`src/pkg/bldc_commutation_params.svh`:
```
// Constants for the brushless commutation timer and its sector pattern buffer.
// What this block does
// - Sensorless counter schedules next commutation at the loaded period; new period moves it.
// - Counter overflow drives a cycle-start trigger pulse and an overflow event.
// - Channel zero pulses for exactly one counter tick per period, match fixed at one.
// - Cycle-start trigger drives hardware trigger one of the PWM generator.
// - Counter ticks at 625 kHz, an 80 MHz source divided by 128.
// - Hall mode combines the three Hall inputs by exclusive OR into one channel.
// - Every combined Hall edge is a commutation and raises the cycle-start trigger.
// - Each commutation loads the buffered override and mask pattern of the new sector.
// - Each Hall edge captures elapsed count as period and restarts the counter.
// - Rotor sector comes from the plain levels of the three Hall inputs.
// - Hall capture counter is 16 bits, maximum 65535 at 625000 Hz.
// - Fixed override and mask values for sectors zero to five, alignment and off.
// - Override forces selected channels to a level; mask forces them inactive.
// - A pattern sync strobe raises hardware trigger two and applies the buffered pattern.
`ifndef BLDC_COMMUTATION_PARAMS_SVH
`define BLDC_COMMUTATION_PARAMS_SVH

// -----------------------------------------------------------------
// Clock rates
// -----------------------------------------------------------------
`define CLK_HZ          200000000
`define SRC_CLK_HZ      80000000
`define SRC_PRESCALE    128
`define TICK_HZ         (`SRC_CLK_HZ / `SRC_PRESCALE)
`define PRESCALE_CYCLES (`CLK_HZ / `TICK_HZ)

// -----------------------------------------------------------------
// Counters
// -----------------------------------------------------------------
`define CNT_W           16
`define CNT_ZERO        16'h0000
`define CNT_STEP        16'h0001
`define HALL_CNT_MAX    16'hFFFF
`define CH0_MATCH       16'h0001

// -----------------------------------------------------------------
// Output pattern layout
// -----------------------------------------------------------------
`define PWM_CH          6
`define OVR_EN_LSB      0
`define OVR_VAL_LSB     8
`define MASK_INACTIVE   1'b0

// -----------------------------------------------------------------
// Sector patterns: override then mask
// -----------------------------------------------------------------
`define OVR_SECTOR0     16'h0808
`define MSK_SECTOR0     8'h34
`define OVR_SECTOR1     16'h2020
`define MSK_SECTOR1     8'h1C
`define OVR_SECTOR2     16'h2020
`define MSK_SECTOR2     8'h13
`define OVR_SECTOR3     16'h0202
`define MSK_SECTOR3     8'h31
`define OVR_SECTOR4     16'h0202
`define MSK_SECTOR4     8'h0D
`define OVR_SECTOR5     16'h0808
`define MSK_SECTOR5     8'h07
`define OVR_ALIGN       16'h0A0A
`define MSK_ALIGN       8'h05
`define OVR_OFF         16'h0000
`define MSK_OFF         8'h3F

`endif

```
`src/pkg/bldc_commutation_pkg.sv`:
```
// Types shared by the commutation timer and the sector pattern buffer.
package bldc_commutation_pkg;

   // -----------------------------------------------------------------
   // Sector codes
   // -----------------------------------------------------------------
   typedef enum logic [2:0] {
      SECTOR_0     = 3'b000,
      SECTOR_1     = 3'b001,
      SECTOR_2     = 3'b010,
      SECTOR_3     = 3'b011,
      SECTOR_4     = 3'b100,
      SECTOR_5     = 3'b101,
      SECTOR_ALIGN = 3'b110,
      SECTOR_OFF   = 3'b111
   } sector_e;

   // -----------------------------------------------------------------
   // Carriers
   // -----------------------------------------------------------------
   typedef struct packed {
      logic hall_input_a;
      logic hall_input_b;
      logic hall_input_c;
   } hall_s;

   typedef struct packed {
      logic [15:0] software_output_override;
      logic [7:0]  output_mask_value;
   } pattern_s;

endpackage

```
`src/verilog/bldc_commutation_timer.sv`:
```
// Commutation scheduler and Hall capture timer driving the PWM pattern triggers.
`timescale 1ns/1ps
`default_nettype none
`include "bldc_commutation_params.svh"

module bldc_commutation_timer
   import bldc_commutation_pkg::*;
#(
   parameter int PRESCALE = `PRESCALE_CYCLES
)(
   // Clock and reset.
   input  wire logic                CLK,
   input  wire logic                RESET_N,
   // Mode and scheduling from software.
   input  wire logic                HALL_XOR_COMBINE_SELECT,
   input  wire logic [`CNT_W-1:0]   COMMUTATION_PERIOD_VALUE,
   // Hall sensor pins.
   input  wire logic                HALL_INPUT_A,
   input  wire logic                HALL_INPUT_B,
   input  wire logic                HALL_INPUT_C,
   // Pattern buffer and software sync.
   input  wire sector_e             NEXT_SECTOR,
   input  wire logic                PATTERN_SYNC_STROBE,
   // PWM generator channels.
   input  wire logic [`PWM_CH-1:0]  PWM_RAW,
   output logic      [`PWM_CH-1:0]  PWM_OUT,
   // Triggers and events.
   output logic                     CYCLE_START_TRIGGER,
   output logic                     PWM_HW_TRIGGER_ONE,
   output logic                     PWM_HW_TRIGGER_TWO,
   output logic                     OVERFLOW_EVENT,
   output logic                     CHANNEL_ZERO_OUT,
   // Counter and capture state.
   output logic      [`CNT_W-1:0]   COMMUTATION_COUNT,
   output logic      [`CNT_W-1:0]   COMMUTATION_PERIOD_CAPTURE,
   output logic                     CAPTURE_VALID,
   output var  hall_s               HALL_SECTOR_LEVELS,
   output var  sector_e             ACTIVE_SECTOR,
   output var  pattern_s            ACTIVE_PATTERN
);

   localparam int PRESC_W = (PRESCALE > 1) ? $clog2(PRESCALE) : 1;
   localparam logic [PRESC_W-1:0] PRESC_LAST = PRESC_W'(PRESCALE - 1);

   // -----------------------------------------------------------------
   // Counter clock enable
   // -----------------------------------------------------------------
   logic [PRESC_W-1:0] presc_count;
   logic               tick;

   // Divides the clock down to the counter tick rate.
   always_ff @(posedge CLK or negedge RESET_N) begin
      if (!RESET_N) begin
         presc_count <= '0;
         tick        <= 1'b0;
      end else if (presc_count == PRESC_LAST) begin
         presc_count <= '0;
         tick        <= 1'b1;
      end else begin
         presc_count <= presc_count + PRESC_W'(1);
         tick        <= 1'b0;
      end
   end

   // -----------------------------------------------------------------
   // Mode
   // -----------------------------------------------------------------
   logic hall_mode;

   // Sensorless scheduling runs only while Hall mode is deselected.
   assign hall_mode = HALL_XOR_COMBINE_SELECT;

   // -----------------------------------------------------------------
   // Sensorless commutation scheduler
   // -----------------------------------------------------------------
   logic              at_period;
   logic              sched_wrap;
   logic [`CNT_W-1:0] next_comm_count;

   // A period written below the running count wraps on the next tick.
   assign at_period  = COMMUTATION_COUNT >= COMMUTATION_PERIOD_VALUE;
   assign sched_wrap = !hall_mode && tick && at_period;

   // Next value of the up counter, held at zero in Hall mode.
   always_comb begin
      next_comm_count = COMMUTATION_COUNT;
      if (hall_mode)
         next_comm_count = `CNT_ZERO;
      else if (tick && at_period)
         next_comm_count = `CNT_ZERO;
      else if (tick)
         next_comm_count = COMMUTATION_COUNT + `CNT_STEP;
   end

   // Commutation counter register.
   always_ff @(posedge CLK or negedge RESET_N) begin
      if (!RESET_N)
         COMMUTATION_COUNT <= `CNT_ZERO;
      else
         COMMUTATION_COUNT <= next_comm_count;
   end

   // Channel zero is high from the wrap until the count reaches its match.
   always_ff @(posedge CLK or negedge RESET_N) begin
      if (!RESET_N)
         CHANNEL_ZERO_OUT <= 1'b0;
      else
         CHANNEL_ZERO_OUT <= !hall_mode && (next_comm_count < `CH0_MATCH);
   end

   // Overflow event towards software.
   always_ff @(posedge CLK or negedge RESET_N) begin
      if (!RESET_N)
         OVERFLOW_EVENT <= 1'b0;
      else
         OVERFLOW_EVENT <= sched_wrap;
   end

   // -----------------------------------------------------------------
   // Hall input synchroniser
   // -----------------------------------------------------------------
   hall_s hall_meta;
   hall_s hall_sync;
   logic  combined_hall_channel;
   logic  combined_prev;
   logic  hall_edge;

   // Two flops per pin; only the second stage feeds any logic.
   always_ff @(posedge CLK or negedge RESET_N) begin
      if (!RESET_N) begin
         hall_meta <= '0;
         hall_sync <= '0;
      end else begin
         hall_meta <= '{HALL_INPUT_A, HALL_INPUT_B, HALL_INPUT_C};
         hall_sync <= hall_meta;
      end
   end

   // One combined channel from all three sensors.
   assign combined_hall_channel = hall_sync.hall_input_a
                                ^ hall_sync.hall_input_b
                                ^ hall_sync.hall_input_c;

   // Tracks the channel in both modes so a mode change gives no false edge.
   always_ff @(posedge CLK or negedge RESET_N) begin
      if (!RESET_N)
         combined_prev <= 1'b0;
      else
         combined_prev <= combined_hall_channel;
   end

   assign hall_edge = hall_mode && (combined_hall_channel != combined_prev);

   // Sector levels read straight from the synchronised pins.
   always_ff @(posedge CLK or negedge RESET_N) begin
      if (!RESET_N)
         HALL_SECTOR_LEVELS <= '0;
      else
         HALL_SECTOR_LEVELS <= hall_sync;
   end

   // -----------------------------------------------------------------
   // Hall capture counter
   // -----------------------------------------------------------------
   logic [`CNT_W-1:0] hall_count;

   // Free-running count of ticks since the last Hall edge.
   always_ff @(posedge CLK or negedge RESET_N) begin
      if (!RESET_N)
         hall_count <= `CNT_ZERO;
      else if (!hall_mode || hall_edge)
         hall_count <= `CNT_ZERO;
      else if (tick && hall_count == `HALL_CNT_MAX)
         hall_count <= `CNT_ZERO;
      else if (tick)
         hall_count <= hall_count + `CNT_STEP;
   end

   // Elapsed time latched on each edge.
   always_ff @(posedge CLK or negedge RESET_N) begin
      if (!RESET_N) begin
         COMMUTATION_PERIOD_CAPTURE <= `CNT_ZERO;
         CAPTURE_VALID              <= 1'b0;
      end else begin
         CAPTURE_VALID <= hall_edge;
         if (hall_edge)
            COMMUTATION_PERIOD_CAPTURE <= hall_count;
      end
   end

   // -----------------------------------------------------------------
   // Triggers to the PWM generator
   // -----------------------------------------------------------------

   // Cycle start comes from overflow or from a Hall edge by mode.
   always_ff @(posedge CLK or negedge RESET_N) begin
      if (!RESET_N)
         CYCLE_START_TRIGGER <= 1'b0;
      else
         CYCLE_START_TRIGGER <= hall_mode ? hall_edge : sched_wrap;
   end

   // Hardware trigger one is the cycle start itself.
   assign PWM_HW_TRIGGER_ONE = CYCLE_START_TRIGGER;

   // Software sync strobe becomes hardware trigger two.
   always_ff @(posedge CLK or negedge RESET_N) begin
      if (!RESET_N)
         PWM_HW_TRIGGER_TWO <= 1'b0;
      else
         PWM_HW_TRIGGER_TWO <= PATTERN_SYNC_STROBE;
   end

   // -----------------------------------------------------------------
   // Pattern buffer
   // -----------------------------------------------------------------
   sector_pattern_buffer u_pattern (
      .clk            (CLK),
      .reset_n        (RESET_N),
      .next_sector    (NEXT_SECTOR),
      .load_one       (PWM_HW_TRIGGER_ONE),
      .load_two       (PWM_HW_TRIGGER_TWO),
      .pwm_raw        (PWM_RAW),
      .active_sector  (ACTIVE_SECTOR),
      .active_pattern (ACTIVE_PATTERN),
      .pwm_out        (PWM_OUT)
   );
endmodule
`default_nettype wire

```
`src/verilog/sector_pattern_buffer.sv`:
```
// Double-buffered sector pattern applied to the PWM channels on a trigger.
`timescale 1ns/1ps
`default_nettype none
`include "bldc_commutation_params.svh"

module sector_pattern_buffer
   import bldc_commutation_pkg::*;
(
   // Clock and reset.
   input  wire logic                clk,
   input  wire logic                reset_n,
   // Buffered sector and load triggers.
   input  wire sector_e             next_sector,
   input  wire logic                load_one,
   input  wire logic                load_two,
   // Raw and shaped PWM channels.
   input  wire logic [`PWM_CH-1:0]  pwm_raw,
   output var  sector_e             active_sector,
   output var  pattern_s            active_pattern,
   output logic      [`PWM_CH-1:0]  pwm_out
);

   // Looks up the fixed override and mask pair of a sector.
   function automatic pattern_s sector_pattern(input sector_e s);
      pattern_s p;
      p = '{`OVR_OFF, `MSK_OFF};
      unique case (s)
         SECTOR_0:     p = '{`OVR_SECTOR0, `MSK_SECTOR0};
         SECTOR_1:     p = '{`OVR_SECTOR1, `MSK_SECTOR1};
         SECTOR_2:     p = '{`OVR_SECTOR2, `MSK_SECTOR2};
         SECTOR_3:     p = '{`OVR_SECTOR3, `MSK_SECTOR3};
         SECTOR_4:     p = '{`OVR_SECTOR4, `MSK_SECTOR4};
         SECTOR_5:     p = '{`OVR_SECTOR5, `MSK_SECTOR5};
         SECTOR_ALIGN: p = '{`OVR_ALIGN, `MSK_ALIGN};
         SECTOR_OFF:   p = '{`OVR_OFF, `MSK_OFF};
      endcase
      return p;
   endfunction

   // -----------------------------------------------------------------
   // Pattern load
   // -----------------------------------------------------------------

   // Takes the buffered sector on a commutation or a software sync.
   always_ff @(posedge clk or negedge reset_n) begin
      if (!reset_n) begin
         active_sector  <= SECTOR_OFF;
         active_pattern <= '{`OVR_OFF, `MSK_OFF};
      end else if (load_one || load_two) begin
         active_sector  <= next_sector;
         active_pattern <= sector_pattern(next_sector);
      end
   end

   // Masked channels go inactive, overridden ones take their forced level.
   always_ff @(posedge clk or negedge reset_n) begin
      if (!reset_n) begin
         pwm_out <= {`PWM_CH{`MASK_INACTIVE}};
      end else begin
         for (int i = 0; i < `PWM_CH; i++) begin
            if (active_pattern.output_mask_value[i])
               pwm_out[i] <= `MASK_INACTIVE;
            else if (active_pattern.software_output_override[`OVR_EN_LSB + i])
               pwm_out[i] <= active_pattern.software_output_override[`OVR_VAL_LSB + i];
            else
               pwm_out[i] <= pwm_raw[i];
         end
      end
   end
endmodule
`default_nettype wire
```
`config.mk`:
```
export PLATFORM = sky130hd
export DESIGN_NAME = bldc_commutation_timer
export DESIGN_NICKNAME = d
export VERILOG_FILES = /design/src/pkg/bldc_commutation_pkg.sv /design/src/verilog/bldc_commutation_timer.sv /design/src/verilog/sector_pattern_buffer.sv
export VERILOG_INCLUDE_DIRS = /design/src /design/src/pkg
export SDC_FILE = /design/constraint.sdc
export NUM_CORES = 1
export LEC_CHECK = 0
export BUFFER_PORTS_ARGS = -buffer_cell sky130_fd_sc_hd__buf_2
export CORE_ASPECT_RATIO = 0.9
export CORE_MARGIN = 5
export CORE_UTILIZATION = 60
export CTS_BUF_LIST = sky130_fd_sc_hd__clkbuf_8
export DETAILED_ROUTE_END_ITERATION = 7
export PLACE_DENSITY = 0.88
export SYNTH_ARGS = -nofsm -noshare
export SYNTH_HDL_FRONTEND = slang
export SYNTH_SLANG_ARGS = --single-unit
```
`constraint.sdc`:
```
create_clock -name CLK -period 5.14 [get_ports CLK]
set_clock_uncertainty 0.15 [all_clocks]
set_input_delay 1.028 -clock CLK [delete_from_list [all_inputs] [get_ports CLK]]
set_output_delay 1.028 -clock CLK [all_outputs]
set_load 0.05 [all_outputs]
```
==> impl_metrics.xml <==
<?xml version="1.0" encoding="UTF-8"?>
<metrics>
  <group name="drt">
    <metric name="wl_per_cell" unit="um">15.2</metric>
    <metric name="drc" unit="">0</metric>
    <metric name="wl" unit="um">9400</metric>
    <metric name="drt_pass1_iterations" unit="">4</metric>
    <metric name="vias" unit="">3384</metric>
    <metric name="postRouteAntennaNets" unit="">0</metric>
    <metric name="post_drt_via_cell_ratio" unit="">5.48</metric>
    <metric name="number_of_design_rule_violations_left_by_the_first_detailed_router_iteration" unit="">174</metric>
  </group>
  <group name="setup_path">
    <metric name="timing.critical_path.from" unit="">COMMUTATION_PERIOD_VALUE[15]</metric>
    <metric name="path_max_fanout" unit="">17</metric>
    <metric name="critPathCaptureType" unit="">flip-flop</metric>
    <metric name="critical_path.startpoint_type" unit="">input port</metric>
    <metric name="timing.critical_path.slowest_stage_cell" unit="">a41oi_2</metric>
    <metric name="setup.reg_to_reg.worst_slack" unit="ns">2.53</metric>
    <metric name="worst_r2r_startpoint" unit="">COMMUTATION_COUNT[0]</metric>
    <metric name="crit_path_cell_trace" unit="">buf_2 &gt; inv_1 &gt; ha_1 &gt; and4_1 &gt; nand2_1 &gt; a311o_1 &gt; a41oi_2 &gt; nor2_1</metric>
    <metric name="worstSetupEndpoint" unit="">COMMUTATION_COUNT[6]</metric>
    <metric name="critical_path_arrival" unit="ns">2.89</metric>
    <metric name="worst_r2r_path_depth" unit="">7</metric>
    <metric name="crit_type" unit="">in2reg</metric>
    <metric name="worstReg2RegEnd" unit="">COMMUTATION_COUNT[6]</metric>
    <metric name="slowest_delay" unit="ns">0.66</metric>
    <metric name="worstPathRequired" unit="ns">5.20</metric>
  </group>
  <group name="floorplanning">
    <metric name="dieArea" unit="mm2">0.00946</metric>
    <metric name="std_cell_rows" unit="">30</metric>
    <metric name="ios" unit="">106</metric>
    <metric name="dieHeight" unit="um">92.8</metric>
    <metric name="fp.dieW" unit="um">102</metric>
    <metric name="effective_utilization_at_floorplan" unit="">0.612</metric>
    <metric name="design.core.area" unit="mm2">0.00747</metric>
  </group>
  <group name="timing">
    <metric name="final_cycle_share" unit="">0.550</metric>
    <metric name="worst_hold_slack" unit="ns">0.203</metric>
    <metric name="final_hold_viol_count" unit="">0</metric>
    <metric name="rsz0062_at_grt" unit="">false</metric>
    <metric name="timing_max_transition_violations_final" unit="">0</metric>
    <metric name="worstMarginPinSlew" unit="ns">1.10</metric>
    <metric name="final.min_clock_period" unit="ns">2.83</metric>
    <metric name="final_setup_violation_count" unit="">0</metric>
    <metric name="fmaxAchievable" unit="GHz">0.354</metric>
    <metric name="setup_total_negative_slack" unit="ns">0</metric>
    <metric name="slew_headroom" unit="">0.269</metric>
  </group>
  <group name="yosys">
    <metric name="synth_top_cell_area_share" unit="">0.449</metric>
    <metric name="ys_async_sr_fraction" unit="">1.00</metric>
    <metric name="ys_ff_latch" unit="">91</metric>
    <metric name="synthesis.instances" unit="">431</metric>
    <metric name="synth_edf_count" unit="">0</metric>
    <metric name="netlist.top_cell.by_area" unit="">dfrtp_1</metric>
    <metric name="synth.distinct_cells" unit="">53</metric>
    <metric name="syn_area" unit="mm2">0.00457</metric>
    <metric name="netlist_top_cells_area" unit="">dfrtp_1 45%, ha_1 6.3%, dfstp_2 5.2%</metric>
    <metric name="yosys_warnings" unit="">0</metric>
    <metric name="ys_dominant_reg_cell" unit="">dfrtp_1</metric>
    <metric name="syn_area_per_cell" unit="um2">10.6</metric>
    <metric name="synth-seq-area-share" unit="">0.501</metric>
  </group>
  <group name="place">
    <metric name="place.port_buffers" unit="">93</metric>
    <metric name="hpwlAfterDp" unit="um">6680</metric>
    <metric name="placed_cell_area" unit="mm2">0.00502</metric>
    <metric name="globalplace.congestion" unit="">0.940</metric>
  </group>
  <group name="final_layout">
    <metric name="synthToLayoutAreaGrowth" unit="%">14.2</metric>
    <metric name="finalNetCount" unit="">572</metric>
    <metric name="layout.core_utilization" unit="">0.699</metric>
    <metric name="mostFrequentLayoutCells" unit="">92 x buf_2, 82 x dfrtp_1, 55 x nor2_1</metric>
    <metric name="layout_cell_share_with_drive_strength_beyond_1" unit="">0.259</metric>
    <metric name="final_common_cell" unit="">buf_2</metric>
    <metric name="antenna_cells_inserted" unit="">0</metric>
    <metric name="fin_area" unit="mm2">0.00522</metric>
  </group>
  <group name="global_routing">
    <metric name="grt_max_degree" unit="">92</metric>
    <metric name="number_of_global_route_vias_before_repair" unit="">3309</metric>
    <metric name="grt_first_pass_wirelength" unit="um">15300</metric>
    <metric name="globalRoute.totalOverflow" unit="">0</metric>
    <metric name="grtUsageTotal" unit="">0.203</metric>
    <metric name="antenna_found_initial" unit="">0</metric>
  </group>
  <group name="outcome">
    <metric name="status" unit="">finished, final reports clean</metric>
  </group>
  <group name="pwr">
    <metric name="worst_case_vdd_ir_drop" unit="V">0.000260</metric>
    <metric name="p_leak" unit="uW">0.00268</metric>
    <metric name="p_per_area" unit="mW/mm2">291</metric>
    <metric name="fin_total_pwr" unit="uW">1520</metric>
  </group>
  <group name="clock_network">
    <metric name="post_cts_buffers" unit="">0</metric>
    <metric name="clk_pin_slew_worst_paths" unit="ns">0.08</metric>
    <metric name="cts_repair_resize_count" unit="">0</metric>
    <metric name="tritoncts_clock_tree" unit="">done</metric>
    <metric name="clkLatencyLatePin" unit="ns">0.36</metric>
    <metric name="cts_num_sinks" unit="">91</metric>
    <metric name="cts_hold_buffers" unit="">0</metric>
    <metric name="clk_root_buffer_cell" unit="">clkbuf_8</metric>
    <metric name="max-clock-path-buffers" unit="">2</metric>
    <metric name="ctsHtreeMaxLevel" unit="">3</metric>
    <metric name="cts_made_buffers" unit="">9</metric>
  </group>
  <group name="run">
    <metric name="max_cap_viol_count" unit="">0</metric>
  </group>
  <group name="min_path">
    <metric name="tightest_hold_check_type" unit="">reg2reg</metric>
  </group>
</metrics>
## stage by stage
stage / setup slack [ns] / std cells
after floorplan: 2.39 / 442
after global placement: 2.02 / 602
after detailed placement: 1.93 / 602
after CTS: 2.31 / 618
after global routing: 2.21 / 618
final: 2.31 / 618
## worst min-delay path by stage
stage	startpoint	to	slack (ns)	cells after the start
3_5_place_dp	hall_meta[1]	hall_sync[1]	0.18	0
5_1_grt	hall_meta[1]	hall_sync[1]	0.21	0
6_report	hall_meta[1]	hall_sync[1]	0.20	0
4_1_cts	hall_meta[1]	hall_sync[1]	0.20	0
3_3_place_gp	hall_meta[2]	hall_sync[2]	0.18	0
2_1_floorplan	hall_meta[0]	hall_sync[0]	0.18	0
## synthesized netlist by cell type (2+ instances only)
| cell | n |
|---|---|
| dfrtp_1 | 82 |
| nor2_1 | 55 |
| inv_1 | 28 |
| ha_1 | 23 |
| nand2_1 | 23 |
| xor2_1 | 23 |
| o21ai_0 | 18 |
| buf_4 | 17 |
| nand3_1 | 16 |
| xnor2_1 | 13 |
| a21oi_1 | 9 |
| dfstp_2 | 9 |
| mux2_1 | 9 |
| and3_1 | 7 |
| buf_2 | 7 |
| mux2_2 | 7 |
| mux2i_1 | 7 |
| nor2b_1 | 7 |
| nor3_1 | 7 |
| o2111ai_1 | 7 |
| clkbuf_1 | 6 |
| nand4_1 | 6 |
| a31oi_1 | 4 |
| and4_1 | 4 |
| o31ai_1 | 3 |
| a21o_1 | 2 |
| a41oi_1 | 2 |
| nand2b_1 | 2 |
| nor3b_1 | 2 |
| o22ai_1 | 2 |
| or3_1 | 2 |
## per-layer routing
layer / GRT usage / up-vias / share of wire
met3: 0.0459 / 14 / 0.070
li1: - / 1625 / -
met4: 0.0689 / 0 / 0.013
met1: 0.256 / 1640 / 0.41
met5: 0 / - / 0
met2: 0.344 / 105 / 0.51
## state kept, by name (all words and copies together), names as in the netlist
| signal | count |
|---|---|
| COMMUTATION_COUNT | 16 |
| COMMUTATION_PERIOD_CAPTURE | 16 |
| hall_count | 16 |
| presc_count | 9 |
| u_pattern.active_pattern | 9 |
| u_pattern.pwm_out | 6 |
| HALL_SECTOR_LEVELS | 3 |
| hall_meta | 3 |
| hall_sync | 3 |
| u_pattern.active_sector | 3 |
| CAPTURE_VALID | 1 |
| CHANNEL_ZERO_OUT | 1 |
| CYCLE_START_TRIGGER | 1 |
| OVERFLOW_EVENT | 1 |
| PWM_HW_TRIGGER_TWO | 1 |
| combined_prev | 1 |
| tick | 1 |
## logic make-up (layout without fill, tap and decap cells)
kind of cell | count (synthesis) | in the layout | share of synthesized area
buffers and inverters | 58 | 138 | 0.0635
adders and majority gates | 23 | 23 | 0.0630
DFF | 91 | 91 | 0.501
xor gates and xnor gates | 38 | 38 | 0.0803
AOI/OAI and AO/OA | 57 | 57 | 0.0852
other | 1 | 12 | 0.000821
and+or+nand+nor | 140 | 140 | 0.151
muxes | 23 | 23 | 0.0548
## worst max-delay path, delay by kind of cell
kind | cells | cell delay [ns]
compound gates | 2 | 0.96
fa+ha+maj | 1 | 0.31
buf+inv | 2 | 0.12
simple gates | 3 | 0.47
## power by group
part           internal (uW)  switching (uW)  total [uW]
Clock                    227             259         486
Sequential               748            16.9         765
Combinational           61.3             205         266
## final cells by class
cell class,count,area [um2]
well taps,96,120
flip-flops and latches,91,2290
repair buffers,94,475
inverters,28,105
clock buffers,9,124
multi-input cells,293,2030
fillers,553,2250
clock inverters,7,75.1
Note: power is estimated with default switching activity, not from simulation.
